File: src/cits_defines.svh
`ifndef CITS_DEFINES_SVH
`define CITS_DEFINES_SVH

// control and status register byte addresses
`define CITS_OFS_CTRL 4'h0
`define CITS_OFS_SAREA 4'h4
`define CITS_OFS_STATUS 4'h8
`define CITS_OFS_IDENT 4'hc

// control register fields
`define CITS_CTRL_SEG 0
`define CITS_CTRL_SYS 1
`define CITS_CTRL_VIE 2
`define CITS_CTRL_NVIE 3
`define CITS_CTRL_XPU 4

// flag/control word bits
`define CITS_FLAG_SEG 15
`define CITS_FLAG_SYS 14
`define CITS_FLAG_XPU 13
`define CITS_FLAG_VIE 12
`define CITS_FLAG_NVIE 11

// cause codes reported in status
`define CITS_CAUSE_PRIV 3'h1
`define CITS_CAUSE_SC 3'h2
`define CITS_CAUSE_EXT 3'h3
`define CITS_CAUSE_NMI 3'h4
`define CITS_CAUSE_SEGT 3'h5
`define CITS_CAUSE_VI 3'h6
`define CITS_CAUSE_NVI 3'h7

`define CITS_RST_CTRL 5'h03
`define CITS_RST_SAREA 16'h0000
`define CITS_RST_SP 16'h0000

`endif

File: src/cits_pkg.sv
package cits_pkg;

	typedef enum logic [2:0] {
		CITS_SRC_NONE,
		CITS_SRC_INT,
		CITS_SRC_NMI,
		CITS_SRC_SEGT,
		CITS_SRC_VI,
		CITS_SRC_NVI
	} cits_src_t;

	// one word transaction toward system memory
	typedef struct packed {
		logic wr;
		logic [6:0] seg;
		logic [15:0] addr;
		logic [15:0] wdata;
	} cits_mem_req_t;

	// instruction boundary report from the core
	typedef struct packed {
		logic boundary;
		logic priv;
		logic syscall;
		logic ext;
		logic [15:0] first_word;
		logic [15:0] pc_off;
		logic [6:0] pc_seg;
		logic [15:0] flags;
	} cits_core_t;

endpackage

File: src/cits_seq.sv
// Function
// RL1: accept non-maskable, vectored and non-vectored interrupts
// RL2: mask vectored and non-vectored; non-maskable always
// RL3: segmentation trap external, others generated internally
// RL4: trap on privileged, system call, extended instruction
// RL5: priority internal, nmi, segment, vectored, non-vectored
// RL6: push program counter, flag word, 16-bit identifier
// RL7: internal trap identifier is first instruction word
// RL8: external causes supply vector during acknowledge
// RL9: load new status from pointer-addressed status area
// RL10: nonsegmented status group is two words
// RL11: segmented group: two-word counter, flags, reserved
// RL12: seven bits of first word select segment
// RL13: second counter word holds 16-bit offset
// RL14: separate system and normal stack pointers
// RL15: segmented stack pointer pair is registers 14/15
// RL16: nonsegmented stack pointer is register 15
// RL17: flag word same except segment-enable bit
// RL18: system and normal mode; privilege drives trap
// RL19: sample requests only at instruction boundaries
// RL20: predecrement stack pointer before each word written
`timescale 1ns/1ns
`include "cits_defines.svh"

module cits_seq
	import cits_pkg::*;
#(
	parameter int SEG_BITS = 7
) (
	input wire logic clk,
	input wire logic srst,
	// avalon-mm slave
	input wire logic [3:0] avs_address,
	input wire logic avs_read,
	input wire logic avs_write,
	input wire logic [31:0] avs_writedata,
	output logic [31:0] avs_readdata,
	output logic avs_waitrequest,
	// requests from peripherals and memory manager
	input wire logic nmi_req,
	input wire logic vi_req,
	input wire logic nvi_req,
	input wire logic segt_req,
	// core boundary report
	input wire cits_core_t core,
	// memory side
	output cits_mem_req_t mem_req,
	output logic mem_valid,
	input wire logic mem_ready,
	input wire logic [15:0] mem_rdata,
	// acknowledge cycle
	output logic ack_r,
	output cits_src_t ack_src_r,
	input wire logic ack_valid,
	input wire logic [15:0] ack_vector,
	// new status to the core
	output logic load_valid_r,
	output logic [15:0] new_flags_r,
	output logic [6:0] new_pc_seg_r,
	output logic [15:0] new_pc_off_r,
	output logic busy_r
);

	// only the seven-bit segment number of the status group is served
	if (SEG_BITS != 7) begin : g_seg_check
		$error("segment number must be seven bits");
	end

	typedef enum logic [3:0] {
		ST_IDLE, ST_ACK, ST_PUSH, ST_FETCH, ST_DONE
	} cits_state_t;

	function automatic cits_src_t pick(input logic it, input logic n, input logic s,
		input logic v, input logic nv);
		if (it) pick = CITS_SRC_INT; // RL5
		else if (n) pick = CITS_SRC_NMI;
		else if (s) pick = CITS_SRC_SEGT;
		else if (v) pick = CITS_SRC_VI;
		else if (nv) pick = CITS_SRC_NVI;
		else pick = CITS_SRC_NONE;
	endfunction

	// acknowledged sources map one to one onto reported causes
	function automatic logic [2:0] ext_cause(input cits_src_t s);
		case (s)
		CITS_SRC_NMI: ext_cause = `CITS_CAUSE_NMI;
		CITS_SRC_SEGT: ext_cause = `CITS_CAUSE_SEGT;
		CITS_SRC_VI: ext_cause = `CITS_CAUSE_VI;
		default: ext_cause = `CITS_CAUSE_NVI;
		endcase
	endfunction

	// push order after predecrement: offset, segment (segmented only), flags, identifier
	function automatic logic [15:0] push_word(input logic seg, input logic [1:0] i,
		input logic [15:0] off, input logic [6:0] sg, input logic [15:0] fl,
		input logic [15:0] id);
		if (seg) begin
			case (i)
			2'h0: push_word = off;
			2'h1: push_word = {1'b1, sg, 8'h00};
			2'h2: push_word = fl;
			default: push_word = id;
			endcase
		end else begin
			case (i)
			2'h0: push_word = off;
			2'h1: push_word = fl;
			default: push_word = id;
			endcase
		end
	endfunction

	cits_state_t state_r;
	logic [4:0] ctrl_r;
	logic [15:0] sarea_ptr_r;
	// stack pointers: only the system one is used for saves
	logic [15:0] sys_sp_r;
	logic [15:0] nrm_sp_r;
	logic [6:0] sys_seg_r;
	logic [15:0] ident_r;
	logic [2:0] cause_r;
	logic [15:0] sv_flags_r;
	logic [15:0] sv_off_r;
	logic [6:0] sv_seg_r;
	logic [1:0] idx_r;
	logic nmi_pend_r;
	logic [31:0] rdata_nxt;
	logic ack_done_r;
	logic seg_mode;
	logic int_trap;
	logic [2:0] int_cause;
	logic [1:0] last_idx;
	cits_src_t src;
	cits_mem_req_t mem_req_nxt;
	logic mem_valid_nxt;

	assign seg_mode = ctrl_r[`CITS_CTRL_SEG];
	// privileged use only outside system mode, extended only without coprocessor
	assign int_trap = (core.priv & ~ctrl_r[`CITS_CTRL_SYS]) | core.syscall
		| (core.ext & ~ctrl_r[`CITS_CTRL_XPU]); // RL4 RL18 RL3
	assign int_cause = core.syscall ? `CITS_CAUSE_SC :
		(core.ext & ~ctrl_r[`CITS_CTRL_XPU]) ? `CITS_CAUSE_EXT : `CITS_CAUSE_PRIV;
	// three-word group pushed segmented, two otherwise; push adds the identifier
	assign last_idx = seg_mode ? 2'h3 : 2'h2; // RL10 RL11
	assign src = pick(int_trap, nmi_pend_r, segt_req,
		vi_req & ctrl_r[`CITS_CTRL_VIE], nvi_req & ctrl_r[`CITS_CTRL_NVIE]); // RL1 RL2

	// edge-triggered nmi held until serviced; new edge wins over the clear
	logic nmi_d_r;
	always_ff @(posedge clk) begin
		if (srst) begin
			nmi_d_r <= 1'b0;
			nmi_pend_r <= 1'b0;
		end else begin
			nmi_d_r <= nmi_req;
			if (nmi_req & ~nmi_d_r)
				nmi_pend_r <= 1'b1; // RL1
			else if (state_r == ST_ACK && ack_src_r == CITS_SRC_NMI && ack_done_r)
				nmi_pend_r <= 1'b0;
		end
	end

	always_ff @(posedge clk) begin
		if (srst) begin
			state_r <= ST_IDLE;
			ack_r <= 1'b0;
			ack_src_r <= CITS_SRC_NONE;
			ack_done_r <= 1'b0;
			ident_r <= 16'h0000;
			cause_r <= 3'h0;
			sv_flags_r <= 16'h0000;
			sv_off_r <= 16'h0000;
			sv_seg_r <= 7'h00;
			idx_r <= 2'h0;
			load_valid_r <= 1'b0;
			new_flags_r <= 16'h0000;
			new_pc_seg_r <= 7'h00;
			new_pc_off_r <= 16'h0000;
			busy_r <= 1'b0;
			sys_sp_r <= `CITS_RST_SP;
		end else begin
			load_valid_r <= 1'b0;
			ack_done_r <= 1'b0;
			case (state_r)
			ST_IDLE: begin
				if (core.boundary && src != CITS_SRC_NONE) begin // RL19
					busy_r <= 1'b1;
					sv_flags_r <= core.flags;
					sv_off_r <= core.pc_off;
					sv_seg_r <= core.pc_seg;
					ack_src_r <= src;
					idx_r <= 2'h0;
					if (src == CITS_SRC_INT) begin
						ident_r <= core.first_word; // RL7
						cause_r <= int_cause;
						state_r <= ST_PUSH;
					end else begin
						ack_r <= 1'b1; // RL8
						state_r <= ST_ACK;
						cause_r <= ext_cause(src);
					end
				end
			end
			ST_ACK: begin
				if (ack_valid) begin
					ident_r <= ack_vector; // RL8
					ack_r <= 1'b0;
					ack_done_r <= 1'b1;
				end
				// one spare cycle lets the nmi clear see the finished acknowledge
				if (ack_done_r)
					state_r <= ST_PUSH;
			end
			ST_PUSH: begin
				if (mem_ready) begin
					// stack pointer moves only on an accepted word
					sys_sp_r <= sys_sp_r - 16'h0002; // RL20
					idx_r <= idx_r + 2'h1;
					if (idx_r == last_idx) begin
						idx_r <= 2'h0;
						state_r <= ST_FETCH;
					end
				end
			end
			ST_FETCH: begin
				if (mem_ready) begin
					idx_r <= idx_r + 2'h1;
					if (seg_mode) begin // RL11
						// word 0 of the four-word group is reserved and skipped
						case (idx_r)
						2'h1: new_flags_r <= mem_rdata; // RL17
						2'h2: new_pc_seg_r <= mem_rdata[14:8]; // RL12
						2'h3: new_pc_off_r <= mem_rdata; // RL13
						default: ;
						endcase
						if (idx_r == 2'h3)
							state_r <= ST_DONE;
					end else begin // RL10
						if (idx_r == 2'h0)
							// no segment bit in the two-word layout
							new_flags_r <= mem_rdata & ~(16'h0001 << `CITS_FLAG_SEG); // RL17
						else
							new_pc_off_r <= mem_rdata;
						new_pc_seg_r <= 7'h00;
						if (idx_r == 2'h1)
							state_r <= ST_DONE;
					end
				end
			end
			ST_DONE: begin
				// one-cycle pulse raised at this edge; the core takes the new status at the next edge
				load_valid_r <= 1'b1;
				busy_r <= 1'b0;
				state_r <= ST_IDLE;
			end
			default: state_r <= ST_IDLE;
			endcase
		end
	end

	always_comb begin
		mem_valid_nxt = 1'b0;
		mem_req_nxt = '0;
		if (state_r == ST_PUSH) begin // RL6 RL14
			mem_valid_nxt = 1'b1;
			mem_req_nxt.wr = 1'b1;
			mem_req_nxt.seg = seg_mode ? sys_seg_r : 7'h00; // RL15 RL16
			mem_req_nxt.addr = sys_sp_r - 16'h0002;
			mem_req_nxt.wdata = push_word(seg_mode, idx_r, sv_off_r, sv_seg_r, sv_flags_r,
				ident_r);
		end else if (state_r == ST_FETCH) begin // RL9
			mem_valid_nxt = 1'b1;
			mem_req_nxt.addr = sarea_ptr_r + {13'h0000, idx_r, 1'b0};
		end
	end

	// registered request; a one-cycle gap after each accepted word keeps
	// the request of the old index from being offered a second time
	always_ff @(posedge clk) begin
		if (srst) begin
			mem_valid <= 1'b0;
			mem_req <= '0;
		end else begin
			mem_valid <= mem_valid_nxt & ~(mem_valid & mem_ready);
			mem_req <= mem_req_nxt;
		end
	end

	// bus slave: reads answered one cycle later, writes at once
	logic rd_pend_r;
	always_comb begin
		rdata_nxt = 32'h0000_0000;
		case (avs_address)
		`CITS_OFS_CTRL: rdata_nxt = {27'h0, ctrl_r};
		`CITS_OFS_SAREA: rdata_nxt = {16'h0, sarea_ptr_r};
		// status segment field reads back where it is written
		`CITS_OFS_STATUS: rdata_nxt = {12'h000, busy_r, cause_r, 1'b0, sys_seg_r, 5'h00,
			ctrl_r[`CITS_CTRL_SYS], nmi_pend_r, seg_mode};
		`CITS_OFS_IDENT: rdata_nxt = {sys_sp_r, ident_r};
		default: rdata_nxt = 32'h0000_0000;
		endcase
	end

	// combinational: the bus needs the stall in the cycle of the request
	assign avs_waitrequest = avs_read & ~rd_pend_r;

	always_ff @(posedge clk) begin
		if (srst) begin
			rd_pend_r <= 1'b0;
			avs_readdata <= 32'h0000_0000;
		end else begin
			rd_pend_r <= avs_read & ~rd_pend_r;
			if (avs_read & ~rd_pend_r)
				avs_readdata <= rdata_nxt;
		end
	end

	always_ff @(posedge clk) begin
		if (srst) begin
			ctrl_r <= `CITS_RST_CTRL;
			sarea_ptr_r <= `CITS_RST_SAREA;
			sys_seg_r <= 7'h00;
			nrm_sp_r <= `CITS_RST_SP;
		end else if (avs_write) begin
			case (avs_address)
			`CITS_OFS_CTRL: ctrl_r <= avs_writedata[4:0];
			`CITS_OFS_SAREA: sarea_ptr_r <= avs_writedata[15:0];
			`CITS_OFS_STATUS: sys_seg_r <= avs_writedata[14:8];
			`CITS_OFS_IDENT: nrm_sp_r <= avs_writedata[31:16]; // RL14
			default: ;
			endcase
		// a bus write in the same cycle wins over the loaded flags
		end else if (state_r == ST_DONE) begin
			ctrl_r[`CITS_CTRL_SYS] <= new_flags_r[`CITS_FLAG_SYS]; // RL18
			ctrl_r[`CITS_CTRL_VIE] <= new_flags_r[`CITS_FLAG_VIE];
			ctrl_r[`CITS_CTRL_NVIE] <= new_flags_r[`CITS_FLAG_NVIE];
			ctrl_r[`CITS_CTRL_XPU] <= new_flags_r[`CITS_FLAG_XPU];
		end
	end

endmodule

File: config.mk
export PLATFORM = sky130hd
export DESIGN_NAME = cits_seq
export DESIGN_NICKNAME = d
export VERILOG_FILES = /design/src/cits_pkg.sv /design/src/cits_seq.sv
export VERILOG_INCLUDE_DIRS = /design/src
export SDC_FILE = /design/constraint.sdc
export NUM_CORES = 1
export LEC_CHECK = 0
export BUFFER_PORTS_ARGS = -buffer_cell sky130_fd_sc_hd__buf_4
export CAP_MARGIN = 20
export CORE_MARGIN = 2
export CORE_UTILIZATION = 57
export DETAILED_ROUTE_END_ITERATION = 8
export GPL_TIMING_DRIVEN = 0
export HOLD_SLACK_MARGIN = 0.12
export PLACE_DENSITY = 0.82
export SKIP_LAST_GASP = 1
export SYNTH_ARGS = -nofsm -noshare
export SYNTH_HDL_FRONTEND = slang
export SYNTH_SLANG_ARGS = --single-unit
File: constraint.sdc
create_clock -name clk -period 5 [get_ports clk]
set_clock_uncertainty 0.05 [all_clocks]
set_input_delay 0.25 -clock clk [delete_from_list [all_inputs] [get_ports clk]]
set_output_delay 0.25 -clock clk [all_outputs]
set_load 0.05 [all_outputs]
==> After elaboration in Yosys (flattened, before gate mapping) <==
Cells that the tools add are included.
Widths: inputs -> output; s select.
{ "word_totals": {"word_cells": 171, "n_memories": 0, "mem_bits_rw": 0, "romBits": 0, "output_inout_bits": 119, "latchBits": 0, "register_bits": 230} }
{ "classes": {"mux": 60, "n_lt_le_gt_ge": 0, "n_bitwise": 18, "n_mul": 0, "shift": 0, "n_reduce_logical": 30, "div_mod_pow": 0, "n_eq_ne": 31, "n_addsub": 3} }
{ "op_table": {"columns": ["operator", "count"], "rows": [
  ["$mux 16", 12],
  ["$pmux 32 s4", 1],
  ["$pmux 16 s2", 2],
  ["$pmux 16 s3", 1],
  ["$mux 4", 10],
  ["$mux 7", 3],
  ["$reduce_and 4->1", 5],
  ["$mux 3", 6],
  ["$ne 2x2->1 const B", 9],
  ["$add 16x3->16", 1],
  ["$pmux 4 s4", 1],
  ["$sub 16x2->16 const B", 1],
  ["$mux 2", 7],
  ["$reduce_and 2->1", 7],
  ["$pmux 2 s3", 2],
  ["$mux 1", 11],
  ["$reduce_bool 2->1", 5],
  ["$eq 3x2->1 const B", 3],
  ["$and 1x1->1", 8],
  ["$eq 4x2->1 const B", 2],
  ["$eq 4x3->1 const B", 2],
  ["$eq 4x4->1 const B", 2],
  ["$logic_not 4->1", 2],
  ["$mux 8", 1],
  ["other kinds (20)", 38]
]} }

==> Depth between registers and ports, before layout <==
Gate-level depths: netlist of the first run.
{ "depth": {"depth_word": 10, "depth_mapped": 9, "mapped_depth_nobuf": 8} }

==> Worst setup path after synthesis of the first run <==
No wires, ideal clock.
{ "synth_path": {"kind": "register -> register", "startpoint": "register idx_r[0]", "endpoint": "register mem_req[29] in the netlist's numbering", "setup_ns": 0.138, "arrival_ns": 1.825, "path_slack_ns": 2.988, "stages_incl_launch_ff": 9, "synth_period_minus_slack_ns": 2.012, "path_buffers": 0, "cell_sequence": "dfxtp_1 -> ha_1 -> inv_1 -> fa_1 -> nand3b_1 -> nor3_1 -> nand4_1 -> xor2_1 -> o22ai_1"} }
{ "synth_between": {"elab_chain_len": 3} }
{ "synth_rtl": {"columns": ["item", "line", "text"], "rows": [
  ["start: declaration", "cits_seq.sv:125", "logic [1:0] idx_r;"],
  ["start signal: assignment", "cits_seq.sv:218", "idx_r <= idx_r + 2'h1;"],
  ["start signal: assignment", "cits_seq.sv:227", "idx_r <= idx_r + 2'h1;"],
  ["$add 16x3->16", "cits_seq.sv:273", "mem_req_nxt.addr = sarea_ptr_r + {13'h0000, idx_r, 1'b0};"],
  ["$mux 16", "cits_seq.sv:271", "end else if (state_r == ST_FETCH) begin"],
  ["$mux 16", "cits_seq.sv:264", "if (state_r == ST_PUSH) begin"],
  ["end signal: assignment", "cits_seq.sv:285", "mem_req <= mem_req_nxt;"],
  ["end: declaration", "cits_seq.sv:47", "output cits_mem_req_t mem_req,"]
]} }
Every way passes these cells.
A chain may end at the register's enable or synchronous reset.

==> Final worst setup path of the first run <==
{ "layout_path": {"startpoint": "register idx_r[0]", "endpoint": "register mem_req[1] in the netlist's numbering"} }
{ "layout_between": {"elab_chain_len": 3, "elab_cells_between_ends": 6} }
{ "layout_rtl": {"columns": ["item", "line", "text"], "rows": [
  ["$eq 2x2->1 (tied with other cells)", "cits_seq.sv:98", "case (i)"],
  ["$pmux 16 s3 / $pmux 16 s2 (equally long branches)", "cits_seq.sv:98, cits_seq.sv:105", null],
  ["$mux 16 *", "cits_seq.sv:97", "if (seg) begin"]
]} }
Mark *: on every way between the ends. The rest lies on a longest branch, timed or not.

==> impl_metrics.prom, run 1 <==
# TYPE chip_impl_metric gauge
chip_impl_metric{name="ant_nets",unit=""} 0
chip_impl_metric{name="io_buffer_count",unit=""} 238
chip_impl_metric{name="routed_wire_length_per_instance",unit="microns"} 20.8
chip_impl_metric{name="multi_input_comb_area",unit="sq mm"} 0.00475
chip_impl_metric{name="synth.ff_latch_count",unit=""} 228
chip_impl_metric{name="synth_sequential_area_ratio",unit=""} 0.469
chip_impl_metric{name="wp_buf_inv",unit=""} 3
chip_impl_metric{name="place.gp.congestion",unit=""} 0.965
chip_impl_metric{name="fillers",unit=""} 999
chip_impl_metric{name="final_worst_setup_slack",unit="ns"} 2.53
chip_impl_metric{name="design.core.area",unit="sq mm"} 0.0166
chip_impl_metric{name="holdBufCountCts",unit=""} 105
chip_impl_metric{name="largest_net_degree_at_the_start_of_global_routing",unit=""} 15
chip_impl_metric{name="detailedRoute.firstIterationViolations",unit=""} 980
chip_impl_metric{name="pre_cts_slack",unit="ns"} 2.65
chip_impl_info{name="critPathCaptureType",value="register"} 1
chip_impl_metric{name="dr_vias",unit=""} 10300
chip_impl_metric{name="layout_area_overhead",unit="%"} 40.5
chip_impl_metric{name="post_route_cells_drive_above_1_share",unit=""} 0.222
chip_impl_metric{name="worst_pin_slew",unit="ns"} 0.787
chip_impl_info{name="synth_common_cells",value="dfxtp_1, nand2_1, nor2_1, a21oi_1, mux2i_1"} 1
chip_impl_info{name="crit_chain",value="inv_1 -> ha_1 -> clkbuf_1 -> clkbuf_1 -> nor2_1 -> a211oi_1 -> a211oi_1"} 1
chip_impl_info{name="most_frequent_cell_after_synthesis",value="dfxtp_1"} 1
chip_impl_info{name="postSynth.topFlopCell",value="dfxtp_1"} 1
chip_impl_metric{name="cts.reportedPaths.clkPinSlew",unit="ns"} 0.07
chip_impl_metric{name="htree_levels",unit=""} 1
chip_impl_info{name="clk_root_buffer_cell",value="clkbuf_16"} 1
chip_impl_info{name="crit_path_start_kind",value="register"} 1
chip_impl_metric{name="post_synth_inst_count",unit=""} 1115
chip_impl_info{name="result_of_the_run",value="complete, no violations"} 1
chip_impl_metric{name="power-per-cell-area",unit="mW/mm^2"} 438
chip_impl_metric{name="placementRows",unit=""} 47
chip_impl_metric{name="grt_antenna_before_repair",unit=""} 0
chip_impl_metric{name="achievable_freq",unit="MHz"} 405
chip_impl_metric{name="synth_top_area_share",unit=""} 0.469
chip_impl_metric{name="synth_async_sr_flop_share",unit=""} 0
chip_impl_metric{name="critical_path_peak_fanout",unit=""} 10
chip_impl_info{name="synth_top_area_cell",value="dfxtp_1"} 1
chip_impl_metric{name="total_detailed_routing_wirelength",unit="mm"} 35.8
chip_impl_metric{name="floorplan.initialDensity",unit=""} 0.585
chip_impl_metric{name="top_level_ports",unit=""} 256
chip_impl_info{name="min-delay-path-class",value="input pin to register"} 1
chip_impl_metric{name="final_worst_path_cycle_share",unit=""} 0.493
chip_impl_metric{name="setup_repair_bufs_after_cts",unit=""} 0
chip_impl_metric{name="placedCellCount",unit=""} 1573
chip_impl_metric{name="route.detailed.drc",unit=""} 0
chip_impl_metric{name="netlist-cell-type-count",unit=""} 63
chip_impl_metric{name="synth_enable_flop_cells",unit=""} 0
chip_impl_metric{name="floorplan.die.width",unit="microns"} 135
chip_impl_metric{name="synth.cell_area",unit="sq mm"} 0.00973
chip_impl_metric{name="first_global_vias",unit=""} 10400
chip_impl_metric{name="final_cell_count_no_fill",unit=""} 1719
chip_impl_metric{name="insertion_delay",unit="ns"} 0.52
chip_impl_metric{name="share_seq_of_total_power",unit=""} 0.375
chip_impl_metric{name="grt-ovfl-total",unit=""} 0
chip_impl_info{name="cp_top_family",value="buffers and inverters"} 1
chip_impl_metric{name="count_of_synthesis_stage_warnings_from_yosys",unit=""} 0
chip_impl_metric{name="p_int",unit="mW"} 3.90
chip_impl_metric{name="final-hold-violation-count",unit=""} 0
chip_impl_metric{name="setup-violations-final",unit=""} 0
chip_impl_metric{name="timing.critical_path.required",unit="ns"} 5.36
chip_impl_metric{name="cts-resized-gates",unit=""} 0
chip_impl_metric{name="power.leakage",unit="nW"} 5.71
chip_impl_metric{name="dieArea",unit="sq mm"} 0.0181
chip_impl_metric{name="drt_pre_antenna_iters",unit=""} 5
chip_impl_metric{name="worstPathArrival",unit="ns"} 2.83
chip_impl_metric{name="final.min_clock_period",unit="ns"} 2.47
chip_impl_metric{name="max_cap_viol_count",unit=""} 0
chip_impl_metric{name="nets_in_the_synthesized_netlist",unit=""} 1260
chip_impl_metric{name="avgSynthCellArea",unit="sq um"} 8.73
chip_impl_metric{name="fin_nets",unit=""} 1628
chip_impl_metric{name="die_height",unit="microns"} 135
chip_impl_info{name="cpMaxStageDelayCell",value="nor2_1"} 1
chip_impl_metric{name="wire_length_of_the_first_global_routing_pass",unit="mm"} 55.6
chip_impl_metric{name="vdd_drop_max",unit="mV"} 0.405
chip_impl_metric{name="viasPerCell",unit=""} 6.00
chip_impl_metric{name="switchingPower",unit="mW"} 2.09
chip_impl_info{name="synth.top_cells.by_area",value="dfxtp_1, mux2i_1, nand2_1"} 1
chip_impl_metric{name="fraction_of_power_consumed_by_the_clock_network",unit=""} 0.317
chip_impl_metric{name="dp_hpwl",unit="mm"} 23.6
chip_impl_metric{name="diodes",unit=""} 0
chip_impl_metric{name="critical_path_max_stage_delay",unit="ns"} 0.51
chip_impl_metric{name="final.hold.worst_slack",unit="ns"} 0.130
chip_impl_info{name="grt_setup_unrepaired",value="no"} 1
chip_impl_metric{name="slew_violations",unit=""} 0
chip_impl_metric{name="cts_buffer_depth",unit=""} 3
chip_impl_metric{name="cts_inserted_buffers",unit=""} 23
chip_impl_metric{name="totalNegativeSetupSlack",unit="ns"} 0
chip_impl_metric{name="grt_util_all_layers",unit=""} 0.390
chip_impl_metric{name="combPwrFrac",unit=""} 0.308
chip_impl_info{name="path_class",value="register to register"} 1
chip_impl_metric{name="clock_sink_count",unit=""} 228
chip_impl_metric{name="sw_frac_of_total",unit=""} 0.349
chip_impl_info{name="tritoncts",value="done"} 1
chip_impl_metric{name="regArea",unit="sq mm"} 0.00456
chip_impl_metric{name="maxSlewHeadroom",unit=""} 0.476
## layout make-up
type                       count  area share
multi-input combinational    789       0.347
sequential                   228       0.334
timing repair buffer         343       0.208
clock buffer                  28      0.0464
buffer                        84      0.0265
tap                          220      0.0201
clock inverter                13      0.0144
inverter                      14     0.00384
## through the flow
| stage | util | total power [mW] | area [sq um] |
|---|---|---|---|
| 6_report | 0.822 | 5.98 | 13700 |
| 3_3_place_gp | 0.709 | 3.89 | 11800 |
| 4_1_cts | 0.822 | 5.88 | 13700 |
| 5_1_grt | 0.822 | 6.19 | 13700 |
| 3_5_place_dp | 0.709 | 3.93 | 11800 |
| 2_1_floorplan | - | 3.41 | 9730 |
## worst paths after layout
kind                 end  slack (ns)         from  depth (start not counted)
max           mem_req[1]        2.53     idx_r[0]                          7
min           ident_r[8]        0.13     core[47]                          3
max reg2reg   mem_req[1]        2.53     idx_r[0]                          7
min reg2reg  sv_seg_r[2]        0.41  sv_seg_r[2]                          2
## power groups by stage
stage | clock network [mW] | registers [mW] | logic [mW]
6_report | 1.90 | 2.24 | 1.85
5_1_grt | 1.97 | 2.25 | 1.97
4_1_cts | 1.89 | 2.22 | 1.77
2_1_floorplan | 0 | 2.37 | 1.04
3_5_place_dp | 0 | 2.26 | 1.67
3_3_place_gp | 0 | 2.25 | 1.64
## worst min-delay path, delay by kind of cell
kind	cells	cell delay (ns)
mux	1	0.18
compound gates	1	0.11
buf+inv	1	0.10
## cell families (layout without fill, tap and decap cells)
| logic type | after synthesis | after routing | synth area share |
|---|---|---|---|
| flops | 228 | 228 | 0.469 |
| fa+ha+maj | 8 | 8 | 0.0111 |
| compound gates | 262 | 262 | 0.173 |
| mux | 76 | 76 | 0.0816 |
| simple gates | 404 | 404 | 0.187 |
| buf+inv | 98 | 482 | 0.0427 |
| xor+xnor | 39 | 39 | 0.0351 |
## cells in the final DEF, fill, tap and decap left out, types with 23 or more instances in the layout
cell type / netlist / layout
a211oi_1: 41 / 41
a21oi_1: 110 / 110
a22oi_1: 43 / 43
buf_4: 3 / 241
clkbuf_1: 54 / 55
clkbuf_16: 0 / 23
dfxtp_1: 228 / 228
dlygate4sd3_1: 0 / 105
mux2i_1: 67 / 67
nand2_1: 159 / 159
nor2_1: 145 / 145
## routing by layer
layer  track usage  part of all wire  vias up
li1              -                 -     4635
met1         0.468              0.37     4858
met2         0.675              0.48      671
met3        0.0627             0.096      158
met4         0.201             0.054        0
met5             0                 0        -
## flip-flops by register name, summed over array words and instances (netlist names), 2 cells and up
signal	cells
new_flags_r	16
state_r	3
idx_r	2
sys_seg_r	7
avs_readdata	32
new_pc_seg_r	7
mem_req	40
ctrl_r	5
cause_r	3
ack_src_r	3
new_pc_off_r	16
sarea_ptr_r	16
sv_flags_r	16
ident_r	16
sv_seg_r	7
sv_off_r	16
sys_sp_r	15
Note: power is estimated with default switching activity, not from simulation.
==> run 2: changes to the inputs <==
--- a/config.mk
+++ b/config.mk
@@ -9,11 +9,11 @@
 export BUFFER_PORTS_ARGS = -buffer_cell sky130_fd_sc_hd__buf_4
 export CAP_MARGIN = 20
 export CORE_MARGIN = 2
-export CORE_UTILIZATION = 57
+export CORE_UTILIZATION = 48
 export DETAILED_ROUTE_END_ITERATION = 8
 export GPL_TIMING_DRIVEN = 0
 export HOLD_SLACK_MARGIN = 0.12
-export PLACE_DENSITY = 0.82
+export PLACE_DENSITY = 0.74
 export SKIP_LAST_GASP = 1
 export SYNTH_ARGS = -nofsm -noshare
 export SYNTH_HDL_FRONTEND = slang
==> constraint.sdc (replaced) <==
create_clock -name clk -period 2.1 [get_ports clk]
set_clock_uncertainty 0.05 [all_clocks]
set_input_delay 0.105 -clock clk [delete_from_list [all_inputs] [get_ports clk]]
set_output_delay 0.105 -clock clk [all_outputs]
set_load 0.05 [all_outputs]
==> impl_metrics.prom, run 2 (synthesis gave the netlist of run 1 again) <==
# TYPE chip_impl_metric gauge
chip_impl_info{name="result_of_the_run",value="complete, but fails checks"} 1
chip_impl_info{name="failed_checks",value="setup timing"} 1
chip_impl_metric{name="wire_length_of_the_first_global_routing_pass",unit="mm"} 52.4
chip_impl_metric{name="dp_hpwl",unit="mm"} 24.1
chip_impl_metric{name="flip_flop_count_of_the_largest_register_all_copies_and_words_added",unit=""} 40
chip_impl_info{name="tritoncts",value="done"} 1
chip_impl_metric{name="total_detailed_routing_wirelength",unit="mm"} 34.6
chip_impl_metric{name="largest_net_degree_at_the_start_of_global_routing",unit=""} 16
chip_impl_metric{name="sw_frac_of_total",unit=""} 0.349
chip_impl_metric{name="share_seq_of_total_power",unit=""} 0.374
chip_impl_metric{name="final_util",unit=""} 0.705
chip_impl_metric{name="achievable_freq",unit="MHz"} 469
chip_impl_metric{name="floorplan.initialDensity",unit=""} 0.486
chip_impl_metric{name="placementRows",unit=""} 52
chip_impl_metric{name="grt_antenna_before_repair",unit=""} 0
chip_impl_metric{name="floorplan.die.width",unit="microns"} 146
chip_impl_info{name="crit_path_start_kind",value="register"} 1
chip_impl_info{name="min-delay-path-class",value="input pin to register"} 1
chip_impl_metric{name="post_route_cells_drive_above_1_share",unit=""} 0.248
chip_impl_metric{name="setup-violations-final",unit=""} 1
chip_impl_metric{name="clock_sink_count",unit=""} 228
chip_impl_metric{name="dieArea",unit="sq mm"} 0.0214
chip_impl_info{name="clk_root_buffer_cell",value="clkbuf_16"} 1
chip_impl_metric{name="drt_pre_antenna_iters",unit=""} 6
chip_impl_metric{name="slew_violations",unit=""} 0
chip_impl_metric{name="diodes",unit=""} 0
chip_impl_metric{name="timing.critical_path.required",unit="ns"} 2.44
chip_impl_metric{name="cts_buffer_depth",unit=""} 3
chip_impl_metric{name="first_global_vias",unit=""} 9698
chip_impl_metric{name="routed_wire_length_per_instance",unit="microns"} 19.3
chip_impl_metric{name="final.min_clock_period",unit="ns"} 2.13
chip_impl_metric{name="dr_vias",unit=""} 10000
chip_impl_metric{name="vdd_drop_max",unit="mV"} 0.562
chip_impl_metric{name="critical_path_peak_fanout",unit=""} 10
chip_impl_metric{name="top_level_ports",unit=""} 256
chip_impl_metric{name="final-hold-violation-count",unit=""} 0
chip_impl_metric{name="final_worst_path_cycle_share",unit=""} 1.02
chip_impl_metric{name="place_area",unit="sq mm"} 0.0119
chip_impl_metric{name="combPwrFrac",unit=""} 0.316
chip_impl_metric{name="power-per-cell-area",unit="mW/mm^2"} 1010
chip_impl_metric{name="max_cap_viol_count",unit=""} 0
chip_impl_metric{name="die_height",unit="microns"} 146
chip_impl_info{name="mostFrequentLayoutCell",value="buf_4"} 1
chip_impl_metric{name="finish.instance_area",unit="sq mm"} 0.0141
chip_impl_metric{name="io_buffer_count",unit=""} 238
chip_impl_metric{name="pre_cts_slack",unit="ns"} -0.324
chip_impl_metric{name="route.detailed.drc",unit=""} 0
chip_impl_metric{name="worst_pin_slew",unit="ns"} 0.743
chip_impl_metric{name="layout_area_overhead",unit="%"} 45.2
chip_impl_metric{name="fin_nets",unit=""} 1653
chip_impl_metric{name="p_int",unit="mW"} 9.31
chip_impl_metric{name="maxSlewHeadroom",unit=""} 0.505
chip_impl_metric{name="switchingPower",unit="mW"} 4.99
chip_impl_metric{name="grt_util_all_layers",unit=""} 0.308
chip_impl_info{name="path_class",value="register to register"} 1
chip_impl_metric{name="viasPerCell",unit=""} 5.59
chip_impl_metric{name="htree_levels",unit=""} 1
chip_impl_metric{name="place.gp.congestion",unit=""} 0.893
chip_impl_metric{name="worst_r2r_path_depth",unit=""} 6
chip_impl_metric{name="worstPathArrival",unit="ns"} 2.48
chip_impl_info{name="min_from",value="core[57]"} 1
chip_impl_metric{name="power.leakage",unit="nW"} 5.88
chip_impl_info{name="holdPathEnd",value="cause_r[1]"} 1
chip_impl_metric{name="grt-ovfl-total",unit=""} 0
chip_impl_metric{name="hold_path_cells",unit=""} 5
chip_impl_info{name="largest_registers",value="mem_req: 40 flops, avs_readdata: 32 flops"} 1
chip_impl_metric{name="fraction_of_power_consumed_by_the_clock_network",unit=""} 0.310
chip_impl_info{name="grt_setup_unrepaired",value="yes"} 1
chip_impl_metric{name="ant_nets",unit=""} 0
chip_impl_metric{name="insertion_delay",unit="ns"} 0.53
chip_impl_metric{name="design.core.area",unit="sq mm"} 0.0200
chip_impl_info{name="top_register",value="mem_req"} 1
chip_impl_metric{name="regToRegSetupSlack",unit="ns"} -0.03
chip_impl_metric{name="cts_inserted_buffers",unit=""} 24
chip_impl_metric{name="cts.reportedPaths.clkPinSlew",unit="ns"} 0.06
chip_impl_info{name="critPathCaptureType",value="register"} 1
chip_impl_info{name="worstReg2RegEnd",value="ident_r[1]"} 1
chip_impl_metric{name="detailedRoute.firstIterationViolations",unit=""} 810
chip_impl_info{name="worstReg2RegStart",value="state_r[0]"} 1
chip_impl_info{name="layout_common_cells",value="buf_4, dfxtp_1, nand2_1"} 1
chip_impl_metric{name="final_worst_setup_slack",unit="ns"} -0.0339
run 2: cell types whose count changed in the layout (fill, tap and decap cells not counted), moves of 3 or more:
cell | previous run | this run
buf_4 | 241 | 253
ha_1 | 7 | 3
dlygate4sd3_1 | 105 | 120
clkbuf_2 | 1 | 11
clkbuf_1 | 55 | 43
dfxtp_1 | 228 | 224
dfxtp_2 | 0 | 3
run 2: power by group through the flow:
stage          Sequential [mW]  Clock (mW)  Combinational, mW
2_1_floorplan             5.65           0               2.48
3_3_place_gp              5.38           0               3.92
5_1_grt                   5.37        4.66               4.85
6_report                  5.35        4.44               4.52
3_5_place_dp              5.39           0               3.97
4_1_cts                   5.31        4.45               4.21
run 2: how the worst max path moves through the flow:
stage / start / to / cells after the start
floorplan: idx_r[0] / mem_req[29] / 8
global placement: idx_r[0] / mem_req[15] / 7
detailed placement: idx_r[0] / mem_req[15] / 7
CTS: sys_sp_r[1] / mem_req[31] / 7
global route: state_r[0] / ident_r[6] / 7
finish: state_r[0] / ident_r[1] / 6
run 2: metrics by stage:
step / setup TNS (ns) / total power, mW / std cells / hold WS, ns
after floorplan: 0 / 8.12 / 1115 / 0.156
after detailed placement: -6.01 / 9.37 / 1623 / 0.291
after CTS: -0.00113 / 14.0 / 1784 / 0.174
after global routing: -0.129 / 14.9 / 1796 / 0.235
after global placement: -5.70 / 9.30 / 1623 / 0.276
final: -0.0339 / 14.3 / 1796 / 0.203
run 2: final cells by class:
cell class	instances	area, sq um
multi-input cells	789	4860
clock inverters	12	144
clock buffers	32	682
inverters	14	56.3
fillers	1536	5910
flip-flops and latches	228	4570
plain buffers	79	369
well taps	270	338
repair buffers	372	3110
run 2: repair_timing:
action,CTS,global route
setup endpoints to repair,48,87
resized for setup,17,32
pin swaps,3,4
buffers inserted,1,13
gates cloned,0,0
endpoints found under the hold margin,142,0
hold buffers,120,0
run 2: metal layers:
metal,part of all wire,GRT usage,wire (microns),up-vias
li1,-,-,-,4687
met1,0.39,0.380,13600,4711
met2,0.48,0.522,16600,516
met3,0.082,0.0603,2830,120
met4,0.046,0.141,1590,0
met5,0,0,0,-
run 2: critical path, cell delays in order, from the launching register on:
cell,delay [ns]
dfxtp_1,0.36
buf_6,0.15
nor3b_4,0.22
buf_6,0.18
mux2i_1,0.08
dlygate4sd3_1,0.56
a211oi_1,0.40
